`config.mk`:
```
export PLATFORM = sky130hd
export DESIGN_NAME = thfc_top
export DESIGN_NICKNAME = d
export VERILOG_FILES = /design/src/hdl/thfc_pkg.sv /design/src/hdl/thfc_holdoff_timer.sv /design/src/hdl/thfc_frame_counter.sv /design/src/hdl/thfc_top.sv
export SDC_FILE = /design/constraint.sdc
export NUM_CORES = 1
export LEC_CHECK = 0
export BUFFER_PORTS_ARGS = -buffer_cell sky130_fd_sc_hd__clkbuf_2
export CAP_MARGIN = 20
export CORE_AREA = 10 10 175 95
export CTS_CLUSTER_DIAMETER = 60
export DETAILED_ROUTE_END_ITERATION = 8
export DIE_AREA = 0 0 185 105
export PLACE_DENSITY = 0.64
export SLEW_MARGIN = 40
export SYNTH_ARGS = -nofsm -noshare
export SYNTH_HDL_FRONTEND = slang
export SYNTH_HIERARCHICAL = 1
export SYNTH_SLANG_ARGS = --single-unit
```
`constraint.sdc`:
```
create_clock -name mclk_in -period 2.1 [get_ports mclk_in]
set_input_delay 0.42 -clock mclk_in [delete_from_list [all_inputs] [get_ports mclk_in]]
set_output_delay 0.42 -clock mclk_in [all_outputs]
set_load 0.1 [all_outputs]
```
`src/hdl/thfc_pkg.sv`:
```
// Constants, register map and carrier types for the transmit holdoff and frame counter.
// Assumes one system clock at 250 MHz shared by every module that uses it.
package thfc_pkg;

    // ------------------------------------------------------------------
    // Register offsets on the monitor control bus
    // ------------------------------------------------------------------
    localparam logic [7:0] ADDR_TRANSMIT_CONTROL = 8'hb0;
    localparam logic [7:0] ADDR_HOLDOFF_COUNT_LOW = 8'hb1;
    localparam logic [7:0] ADDR_HOLDOFF_COUNT_HIGH = 8'hb2;
    localparam logic [7:0] ADDR_SENT_FRAMES_LOW = 8'hb3;
    localparam logic [7:0] ADDR_SENT_FRAMES_HIGH = 8'hb4;
    localparam logic [7:0] ADDR_SCRATCH_BYTE = 8'hff;

    // ------------------------------------------------------------------
    // Field positions of the transmit control register
    // ------------------------------------------------------------------
    localparam int CTRL_PERMIT_BIT = 0;
    localparam int CTRL_HOLDOFF_EN_BIT = 1;
    localparam int CTRL_STATUS_BIT = 2;
    localparam int CTRL_HC_LSB = 3;
    localparam int CTRL_HC_MSB = 7;

    // ------------------------------------------------------------------
    // Widths and reset values
    // ------------------------------------------------------------------
    localparam int HOLDOFF_WIDTH = 21;
    localparam int FRAME_COUNT_WIDTH = 16;
    localparam logic [4:0] RESET_HC_LOW_BITS = 5'h00;
    localparam logic RESET_PERMIT = 1'b1;
    localparam logic RESET_HOLDOFF_EN = 1'b0;
    localparam logic [7:0] RESET_HOLDOFF_COUNT_LOW = 8'h01;
    localparam logic [7:0] RESET_HOLDOFF_COUNT_HIGH = 8'h00;
    localparam logic [7:0] RESET_SCRATCH = 8'h00;
    localparam logic [7:0] UNMAPPED_READ = 8'h00;

    // ------------------------------------------------------------------
    // Dump-save commands carried in a correlator frame
    // ------------------------------------------------------------------
    localparam logic [2:0] LAST_DUMP_SAVE_CMD = 3'h2;
    localparam logic [2:0] SINGLE_DUMP_SAVE_CMD = 3'h5;

    // ------------------------------------------------------------------
    // Timing
    // ------------------------------------------------------------------
    localparam real CLOCK_MHZ = 250.0;
    localparam real HOLDOFF_STEP_US = 31.0303;
    localparam int HOLDOFF_STEP_CYCLES = int'(HOLDOFF_STEP_US * CLOCK_MHZ);

    // ------------------------------------------------------------------
    // Types
    // ------------------------------------------------------------------
    typedef struct packed {
        logic wr;
        logic rd;
        logic [7:0] addr;
        logic [7:0] wdata;
    } thfc_req_type;

    typedef struct packed {
        logic valid;
        logic [2:0] cmd;
        logic frame_start;
    } thfc_cmd_type;

    typedef enum logic [1:0] {
        THFC_IDLE = 2'b00,
        THFC_RUN = 2'b01
    } thfc_timer_state_type;

endpackage : thfc_pkg

```
`src/hdl/thfc_holdoff_timer.sv`:
```
// Holdoff timer: a step prescaler and a tick down-counter.
// Assumes start and load come from logic on the same clock.
module thfc_holdoff_timer #(
    parameter int STEP_CYCLES = thfc_pkg::HOLDOFF_STEP_CYCLES
) (
    // Clock and reset
    input wire logic mclk_in,
    input wire logic rst_in,
    // Control
    input wire logic start_in,
    input wire logic [thfc_pkg::HOLDOFF_WIDTH-1:0] load_in,
    // Status
    output logic running_out
);

    localparam int PW = $clog2(STEP_CYCLES + 1);

    thfc_pkg::thfc_timer_state_type state, next_state;
    logic [PW-1:0] prescale, next_prescale;
    logic [thfc_pkg::HOLDOFF_WIDTH-1:0] ticks, next_ticks;
    logic step;

    assign step = (prescale == PW'(STEP_CYCLES - 1));

    // ------------------------------------------------------------------
    // Next state
    // ------------------------------------------------------------------
    always_comb begin
        next_state = state;
        next_prescale = prescale;
        next_ticks = ticks;
        if (start_in) begin
            next_prescale = '0;
            next_ticks = load_in;
            next_state = (load_in == '0) ? thfc_pkg::THFC_IDLE : thfc_pkg::THFC_RUN;
        end else begin
            case (state)
                thfc_pkg::THFC_RUN: begin
                    next_prescale = step ? '0 : prescale + 1'b1;
                    if (step) begin
                        next_ticks = ticks - 1'b1;
                        if (ticks == 21'h000001) begin
                            next_state = thfc_pkg::THFC_IDLE;
                        end
                    end
                end
                default: begin
                    next_state = thfc_pkg::THFC_IDLE;
                    next_prescale = '0;
                end
            endcase
        end
    end

    // ------------------------------------------------------------------
    // Registers
    // ------------------------------------------------------------------
    always_ff @(posedge mclk_in or posedge rst_in) begin
        if (rst_in) begin
            state <= thfc_pkg::THFC_IDLE;
            prescale <= '0;
            ticks <= '0;
        end else begin
            state <= next_state;
            prescale <= next_prescale;
            ticks <= next_ticks;
        end
    end

    assign running_out = (state == thfc_pkg::THFC_RUN);

endmodule : thfc_holdoff_timer

```
`src/hdl/thfc_frame_counter.sv`:
```
// Sent frame counter with snapshot and clear.
// Assumes frame and snapshot strobes are one-cycle pulses on the same clock.
module thfc_frame_counter (
    // Clock and reset
    input wire logic mclk_in,
    input wire logic rst_in,
    // Events
    input wire logic frame_in,
    input wire logic snap_in,
    // Values
    output logic [thfc_pkg::FRAME_COUNT_WIDTH-1:0] count_out,
    output logic [thfc_pkg::FRAME_COUNT_WIDTH-1:0] snapshot_out
);

    logic [thfc_pkg::FRAME_COUNT_WIDTH-1:0] count, next_count;
    logic [thfc_pkg::FRAME_COUNT_WIDTH-1:0] snapshot, next_snapshot;

    // ------------------------------------------------------------------
    // Next state
    // ------------------------------------------------------------------
    always_comb begin
        next_count = count + {15'h0000, frame_in};
        next_snapshot = snapshot;
        if (snap_in) begin
            next_snapshot = count;
            next_count = {15'h0000, frame_in};
        end
    end

    // ------------------------------------------------------------------
    // Registers
    // ------------------------------------------------------------------
    always_ff @(posedge mclk_in or posedge rst_in) begin
        if (rst_in) begin
            count <= '0;
            snapshot <= '0;
        end else begin
            count <= next_count;
            snapshot <= next_snapshot;
        end
    end

    assign count_out = count;
    assign snapshot_out = snapshot;

endmodule : thfc_frame_counter

```
`src/hdl/thfc_top.sv`:
```
// Transmit holdoff timer, sent frame counter and scratch register with their bus port.
// Assumes bus, command and frame inputs come from logic on the same 250 MHz clock.
//
// What this block does
// - Holdoff count is 21 bits, used when enabled.
// - One holdoff step lasts 31.0303 microseconds.
// - Count bytes reset to low 0x01, high 0x00.
// - Low count byte gives count bits 12..5.
// - High count byte gives count bits 20..13.
// - Count frames sent since last low byte read, 16 bits.
// - Low byte read snapshots, clears, returns low.
// - High byte read returns snapshot high byte.
// - High byte reads never touch counter or snapshot.
// - Scratch byte at 0xff, read/write, no function.
// - First dump-save command per frame starts holdoff.
// - Permit bit cleared blocks all transmission.
// - Control upper five bits are count bits 4..0.
// - Status bit shows transmission currently allowed.
module thfc_top #(
    parameter int STEP_CYCLES = thfc_pkg::HOLDOFF_STEP_CYCLES
) (
    // Clock and reset
    input wire logic mclk_in,
    input wire logic rst_in,
    // Register bus request
    input wire thfc_pkg::thfc_req_type bus_req_in,
    // Register bus answer
    output logic [7:0] bus_rdata_out,
    output logic bus_rvalid_out,
    // Correlator frame commands
    input wire thfc_pkg::thfc_cmd_type cmd_in,
    // Formatter side
    input wire logic frame_sent_in,
    output logic tx_allow_out
);

    // ------------------------------------------------------------------
    // Decoding
    // ------------------------------------------------------------------
    function automatic logic hits(input thfc_pkg::thfc_req_type r, input logic [7:0] a);
        hits = (r.addr == a);
    endfunction : hits

    function automatic logic is_dump_save(input logic [2:0] c);
        is_dump_save = (c == thfc_pkg::LAST_DUMP_SAVE_CMD) ||
                       (c == thfc_pkg::SINGLE_DUMP_SAVE_CMD);
    endfunction : is_dump_save

    // ------------------------------------------------------------------
    // Software registers
    // ------------------------------------------------------------------
    logic transmit_permit, next_transmit_permit;
    logic holdoff_en, next_holdoff_en;
    logic [4:0] hc_low_bits, next_hc_low_bits;
    logic [7:0] holdoff_count_low, next_holdoff_count_low;
    logic [7:0] holdoff_count_high, next_holdoff_count_high;
    logic [7:0] scratch_byte, next_scratch_byte;
    logic wr;

    assign wr = bus_req_in.wr;

    always_comb begin
        next_transmit_permit = transmit_permit;
        next_holdoff_en = holdoff_en;
        next_hc_low_bits = hc_low_bits;
        next_holdoff_count_low = holdoff_count_low;
        next_holdoff_count_high = holdoff_count_high;
        next_scratch_byte = scratch_byte;
        if (wr && hits(bus_req_in, thfc_pkg::ADDR_TRANSMIT_CONTROL)) begin
            next_transmit_permit = bus_req_in.wdata[thfc_pkg::CTRL_PERMIT_BIT];
            next_holdoff_en = bus_req_in.wdata[thfc_pkg::CTRL_HOLDOFF_EN_BIT];
            next_hc_low_bits = bus_req_in.wdata[thfc_pkg::CTRL_HC_MSB:thfc_pkg::CTRL_HC_LSB];
        end
        if (wr && hits(bus_req_in, thfc_pkg::ADDR_HOLDOFF_COUNT_LOW)) begin
            next_holdoff_count_low = bus_req_in.wdata;
        end
        if (wr && hits(bus_req_in, thfc_pkg::ADDR_HOLDOFF_COUNT_HIGH)) begin
            next_holdoff_count_high = bus_req_in.wdata;
        end
        if (wr && hits(bus_req_in, thfc_pkg::ADDR_SCRATCH_BYTE)) begin
            next_scratch_byte = bus_req_in.wdata;
        end
    end

    always_ff @(posedge mclk_in or posedge rst_in) begin
        if (rst_in) begin
            transmit_permit <= thfc_pkg::RESET_PERMIT;
            holdoff_en <= thfc_pkg::RESET_HOLDOFF_EN;
            hc_low_bits <= thfc_pkg::RESET_HC_LOW_BITS;
            holdoff_count_low <= thfc_pkg::RESET_HOLDOFF_COUNT_LOW;
            holdoff_count_high <= thfc_pkg::RESET_HOLDOFF_COUNT_HIGH;
            scratch_byte <= thfc_pkg::RESET_SCRATCH;
        end else begin
            transmit_permit <= next_transmit_permit;
            holdoff_en <= next_holdoff_en;
            hc_low_bits <= next_hc_low_bits;
            holdoff_count_low <= next_holdoff_count_low;
            holdoff_count_high <= next_holdoff_count_high;
            scratch_byte <= next_scratch_byte;
        end
    end

    // ------------------------------------------------------------------
    // Holdoff start detection
    // ------------------------------------------------------------------
    logic [thfc_pkg::HOLDOFF_WIDTH-1:0] holdoff_count;
    logic seen_in_frame, next_seen_in_frame;
    logic seen_before;
    logic holdoff_start;
    logic holdoff_running;

    // Bits 20..13 high byte, 12..5 low byte, 4..0 from control.
    assign holdoff_count = {holdoff_count_high, holdoff_count_low, hc_low_bits};

    // A new frame forgets any command seen in the previous one.
    assign seen_before = seen_in_frame && !cmd_in.frame_start;
    assign holdoff_start = holdoff_en && cmd_in.valid && is_dump_save(cmd_in.cmd) &&
                           !seen_before;

    always_comb begin
        next_seen_in_frame = seen_before;
        if (cmd_in.valid && is_dump_save(cmd_in.cmd)) begin
            next_seen_in_frame = 1'b1;
        end
    end

    always_ff @(posedge mclk_in or posedge rst_in) begin
        if (rst_in) begin
            seen_in_frame <= 1'b0;
        end else begin
            seen_in_frame <= next_seen_in_frame;
        end
    end

    thfc_holdoff_timer #(
        .STEP_CYCLES(STEP_CYCLES)
    ) u_timer (
        .mclk_in(mclk_in),
        .rst_in(rst_in),
        .start_in(holdoff_start),
        .load_in(holdoff_count),
        .running_out(holdoff_running)
    );

    // ------------------------------------------------------------------
    // Transmit permission
    // ------------------------------------------------------------------
    logic next_tx_allow;

    always_comb begin
        next_tx_allow = transmit_permit && !(holdoff_en && holdoff_running);
    end

    always_ff @(posedge mclk_in or posedge rst_in) begin
        if (rst_in) begin
            tx_allow_out <= 1'b0;
        end else begin
            tx_allow_out <= next_tx_allow;
        end
    end

    // ------------------------------------------------------------------
    // Sent frame counter
    // ------------------------------------------------------------------
    logic rd;
    logic snap;
    logic [thfc_pkg::FRAME_COUNT_WIDTH-1:0] frame_count;
    logic [thfc_pkg::FRAME_COUNT_WIDTH-1:0] frame_snapshot;

    assign rd = bus_req_in.rd && !bus_req_in.wr;
    assign snap = rd && hits(bus_req_in, thfc_pkg::ADDR_SENT_FRAMES_LOW);

    thfc_frame_counter u_frames (
        .mclk_in(mclk_in),
        .rst_in(rst_in),
        .frame_in(frame_sent_in),
        .snap_in(snap),
        .count_out(frame_count),
        .snapshot_out(frame_snapshot)
    );

    // ------------------------------------------------------------------
    // Read data
    // ------------------------------------------------------------------
    logic [7:0] next_rdata;
    logic [7:0] control_view;

    assign control_view = {hc_low_bits, next_tx_allow, holdoff_en, transmit_permit};

    always_comb begin
        case (bus_req_in.addr)
            thfc_pkg::ADDR_TRANSMIT_CONTROL: next_rdata = control_view;
            thfc_pkg::ADDR_HOLDOFF_COUNT_LOW: next_rdata = holdoff_count_low;
            thfc_pkg::ADDR_HOLDOFF_COUNT_HIGH: next_rdata = holdoff_count_high;
            thfc_pkg::ADDR_SENT_FRAMES_LOW: next_rdata = frame_count[7:0];
            thfc_pkg::ADDR_SENT_FRAMES_HIGH: next_rdata = frame_snapshot[15:8];
            thfc_pkg::ADDR_SCRATCH_BYTE: next_rdata = scratch_byte;
            default: next_rdata = thfc_pkg::UNMAPPED_READ;
        endcase
    end

    always_ff @(posedge mclk_in or posedge rst_in) begin
        if (rst_in) begin
            bus_rdata_out <= 8'h00;
            bus_rvalid_out <= 1'b0;
        end else begin
            bus_rdata_out <= rd ? next_rdata : 8'h00;
            bus_rvalid_out <= rd;
        end
    end

endmodule : thfc_top

```
**After elaboration in Yosys (flattened, before gate mapping)**

Cells that the tools add are included.

- Divide/modulo/power cells: 0
- Reductions and logical operators: 23
- Shifts and indexed selects: 0
- Eq/ne operators: 13
- $lt $le $gt $ge: 0
- Add/subtract/negate cells: 3
- Multiplexer cells: 15
- $mul: 0
- Bitwise logic cells: 0

Operators by type and width:

| cell | number |
|---|---|
| 21-bit two-way mux | 3 |
| 8-bit equality test (second input constant) | 6 |
| 8-bit case mux with 6 select lines | 1 |
| 13-bit two-way mux | 3 |
| 21-bit by 1-bit equality test with 1-bit output (second input constant) | 1 |
| 21-bit zero test | 1 |
| 21-bit by 1-bit subtractor with 21-bit output (second input constant) | 1 |
| 16-bit by 1-bit adder with 16-bit output | 1 |
| 16-bit two-way mux | 1 |
| 13-bit by 1-bit adder with 13-bit output (second input constant) | 1 |
| 13-bit equality test (second input constant) | 1 |
| 1-bit logical AND | 13 |
| 2-bit two-way mux | 4 |
| 8-bit two-way mux | 1 |
| 3-bit by 2-bit inequality test with 1-bit output (second input constant) | 2 |
| 1-bit zero test | 4 |
| 2-bit AND reduction | 2 |
| 2-bit nonzero test | 2 |
| 3-bit by 2-bit equality test with 1-bit output (second input constant) | 1 |
| 3-bit equality test (second input constant) | 1 |
| 2-bit by 1-bit equality test with 1-bit output (second input constant) | 1 |
| 1-bit two-way mux | 2 |
| 1-bit logical OR | 1 |

- ROM bits: 0
- Word-level logic and storage cells: 69
- Memories kept: 0
- Bits of input ports: 26
- Register bits after elaboration: 110
- Memory bits (writable): 0
- Output and inout port bits: 10
- Latch bits: 0

**Longest topological paths before layout**

- Depth after elaboration: 6
- Gate-level depth with buffers: 10

**Hierarchy**

Netlist, hierarchy kept.

By module, submodules not included:

| module | times used | area each (um^2) | cells each | sequential area each (um^2) |
|---|---|---|---|---|
| thfc_holdoff_timer | 1 | 2021.9 | 218 | 875.8 |
| thfc_top | 1 | 1936.9 | 134 | 1053.5 |
| thfc_frame_counter | 1 | 1420.1 | 118 | 800.8 |

**Least setup slack after synthesis**

Ideal clock, no wire load.

- Path type: input-to-reg
- Start: input port bus_req_in[11] (netlist name)
- End: register u_frames.count (netlist bit u_frames/count_out[0])
- Path buffers: 2
- Library setup time: 0.125 ns
- Path slack: -0.113 ns
- Cell stages on the path: 6
- Data required time: 1.975 ns
- Arrival time: 2.088 ns
- Path through: nor3_1 nand3_1 nor2_1 buf_2 buf_1 mux2_2

- Cells in the longest elaborated chain, start to end: 3

RTL lines:

| element | line | text |
|---|---|---|
| from (decl) | thfc_top.sv:26 | `input wire thfc_pkg::thfc_req_type bus_req_in,` |
| 8-bit equality test | thfc_top.sv:41 | `hits = (r.addr == a);` |
| 1-bit logical AND | thfc_top.sv:171 | `assign snap = rd && hits(bus_req_in, thfc_pkg::ADDR_SENT_FRAMES_LOW);` |
| named net snap | thfc_top.sv:166 | `logic snap;` |
| 16-bit two-way mux | thfc_frame_counter.sv:24 | `if (snap_in) begin` |
| named net u_frames.next_count (one bit) | thfc_frame_counter.sv:15 | `logic [thfc_pkg::FRAME_COUNT_WIDTH-1:0] count, next_count;` |
| to (signal assigned) | thfc_frame_counter.sv:38 | `count <= next_count;` |
| to (decl) | thfc_frame_counter.sv:15 |  |

The timed path passes the listed nets, and every way through them passes these cells.
A chain may end at the register's enable or synchronous reset.

**Worst setup path after layout**

- Start: register u_timer.prescale[1]
- End: register u_timer/ticks[20] (netlist name)

- Cells in the longest elaborated chain, start to end: 3

RTL lines:

| element | line | text |
|---|---|---|
| from (decl) | thfc_holdoff_timer.sv:19 | `logic [PW-1:0] prescale, next_prescale;` |
| from (signal assigned) | thfc_holdoff_timer.sv:65 | `prescale <= next_prescale;` |
| 13-bit equality test | thfc_holdoff_timer.sv:23 | `assign step = (prescale == PW'(STEP_CYCLES - 1));` |
| 2-bit nonzero test (no source line) | n/a |  |
| 2-bit AND reduction (no source line) | n/a |  |
| to (signal assigned) | thfc_holdoff_timer.sv:66 | `ticks <= next_ticks;` |
| to (decl) | thfc_holdoff_timer.sv:20 | `logic [thfc_pkg::HOLDOFF_WIDTH-1:0] ticks, next_ticks;` |

Every way passes these cells.

==> flow_metrics.tcl <==
set metrics [dict create \
    via_per_inst 5.39 \
    clock_sink_count 101 \
    critical_path_required_ns 2.33 \
    max-slew-margin-rel_pct 63.7 \
    layout.nets 561 \
    netlist_instances 454 \
    number_of_antenna_violations_at_the_first_check_in_global_routing 0 \
    remaining_antenna_violation_count 0 \
    die-area_sq_mm 0.0194 \
    worstSetupStartpointType "register" \
    final_common_cell "sky130_fd_sc_hd__dfrtp_1" \
    switching_power_mw 1.47 \
    vdd_ir_drop_max_mv 0.425 \
    final_cell_count_no_fill 710 \
    grt_pass1_wl_um 19600 \
    cts_root_buffer "sky130_fd_sc_hd__clkbuf_16" \
    cts_tree "done" \
    critPathMaxFanout 6 \
    seq_power_share_pct 49.7 \
    worst_ep_arrival_time_ns 2.31 \
    endpoint_kind "register" \
    drt_drc_violations_left 0 \
    critPathLaunch "u_timer/prescale[1]" \
    p_leak_nw 2.72 \
    cts_made_buffers 9 \
    io-pin-count 36 \
    ys.warnings.count 6 \
    max_freq_ghz 0.481 \
    power.density_mw_per_mm2 791 \
    design_power_total_mw 4.85 \
    fp.dieW_um 185 \
    post_synth_instance_area_sq_mm 0.00509 \
    placement.setup.worst_slack_ns -0.0783 \
    total_congestion_overflow_after_global_routing 0 \
    die_h_um 105 \
    grt.total_usage_pct 12.4 \
    layout.core_utilization_pct 45.7 \
    total_half_perimeter_wirelength_after_legalization_and_detailed_placement_um 8650 \
    min_period_over_period_pct 99.1 \
    timing_worst_setup_path_type "register to register" \
    finalSetupViolations 0 \
    drtPass1Iterations 5 \
    status "finished clean" \
    drv_cap 0 \
    final.hold.worst_slack_ns 0.139 \
    cts_htree_levels 3 \
    design.core.area_sq_mm 0.0134 \
    comb_power_share_pct 16.1 \
    final_wl_um 12000 \
    clockBufferDepth 2 \
    synth_fp_nets 486 \
    maxSlewViolCount 0 \
    area_growth_syn_to_layout_pct 20.6 \
    worst_pin_slew_ns 0.546 \
    period_needed_ns 2.08 \
    tightest_hold_check_type "input port to async pin" \
    holdBufCountCts 0 \
    synthesis.area_per_instance_sq_um 11.2 \
    drtIter0Drc 272 \
    layout.cells.most_common_list "sky130_fd_sc_hd__dfrtp_1, sky130_fd_sc_hd__buf_4, sky130_fd_sc_hd__mux2_2" \
    final_layout_size_suffix_gt1_share_pct 34.8 \
    p_int_mw 3.38 \
    pin_count_of_the_biggest_net_entering_global_routing 43 \
    wire_per_inst_um 16.9 \
    finClkSkew_ns 0.0163 \
    fin_ws_ns 0.0196 \
    clk_transition_reported_paths_ns 0.08 \
    rr_startpoint "u_timer/prescale[1]" \
    antenna_cells_inserted 0 \
    row_count 30 \
    placement.io_buffers 35 \
    worst_r2r_path_depth 8 \
    detailroute.via_count 3830 \
    initial_core_utilization_pct 37.9 \
    hold_violations 0 \
    grt_pass1_vias 3703 \
    post-place-cells 691 \
    clk_latency_ns 0.35 \
    netSwitchingFraction_pct 30.3 \
    grt_setup_unrepaired "true" \
    clkPwrFrac_pct 34.2 \
    routabilityCongestion 0.814 \
]
-- area by class of cell --
type                       instances  area (sq um)
clock inverter                     7          73.8
timing repair buffer              84           559
tap                              176           220
multi-input combinational        323          2490
inverter                          10          37.5
fill                            1255          7300
sequential                       101          2530
clock buffer                       9           225
-- flip-flops by register name, indices dropped and copies added, names as in the netlist --
name,count
hc_low_bits,5
u_frames/snapshot_out,8
tx_allow_out,1
u_timer/state,1
u_frames/count_out,16
scratch_byte,8
seen_in_frame,1
bus_rdata_out,8
holdoff_en,1
holdoff_count_low,8
u_timer/prescale,13
u_timer/ticks,21
bus_rvalid_out,1
transmit_permit,1
holdoff_count_high,8
-- critical path: stages, from the launching register on --
cell                       delay, ns
sky130_fd_sc_hd__dfrtp_1        0.40
sky130_fd_sc_hd__inv_1          0.06
sky130_fd_sc_hd__ha_2           0.17
sky130_fd_sc_hd__and4bb_2       0.27
sky130_fd_sc_hd__nand4_1        0.18
sky130_fd_sc_hd__buf_6          0.19
sky130_fd_sc_hd__o41ai_2        0.32
sky130_fd_sc_hd__nor2_1         0.08
sky130_fd_sc_hd__a211o_1        0.29
-- through the flow --
step           TNS (ns)  cell area (sq um)
2_1_floorplan         0               5100
6_report              0               6140
5_1_grt          -0.281               6140
3_3_place_gp     -0.195               5750
3_5_place_dp     -0.605               5750
4_1_cts               0               6060
-- power groups by stage --
stage          clock network [mW]  registers (mW)  logic [mW]
6_report                     1.66            2.41       0.781
5_1_grt                      1.77            2.45       0.882
4_1_cts                      1.69            2.40       0.777
3_5_place_dp                    0            2.44       0.767
3_3_place_gp                    0            2.43       0.751
2_1_floorplan                   0            2.38       0.533
-- path summary, 6_finish.rpt --
path | to | slack (ns)
max | u_timer/ticks[20] | 0.02
min | u_frames/count_out[5] | 0.14
max reg2reg | u_timer/ticks[20] | 0.02
min reg2reg | seen_in_frame | 0.49
max in group asynchronous | holdoff_count_high[4] | 1.51
min in group mclk_in | seen_in_frame | 0.34
-- routing by layer --
| layer | share of wire [%] | up-vias | GRT usage (%) | wire, um |
|---|---|---|---|---|
| li1 | - | 1808 | - | - |
| met4 | 1.3 | 0 | 3.34 | 159 |
| met5 | 0 | - | 0 | 0 |
| met1 | 46 | 1927 | 16.4 | 5540 |
| met3 | 3.5 | 20 | 2.66 | 419 |
| met2 | 49 | 75 | 20.1 | 5880 |
-- repair_timing --
item	CTS	global route
pin swaps	0	3
resized for setup	4	14
setup buffers	0	3
setup endpoints to repair	3	12
Power figures use the tool's default switching activity.
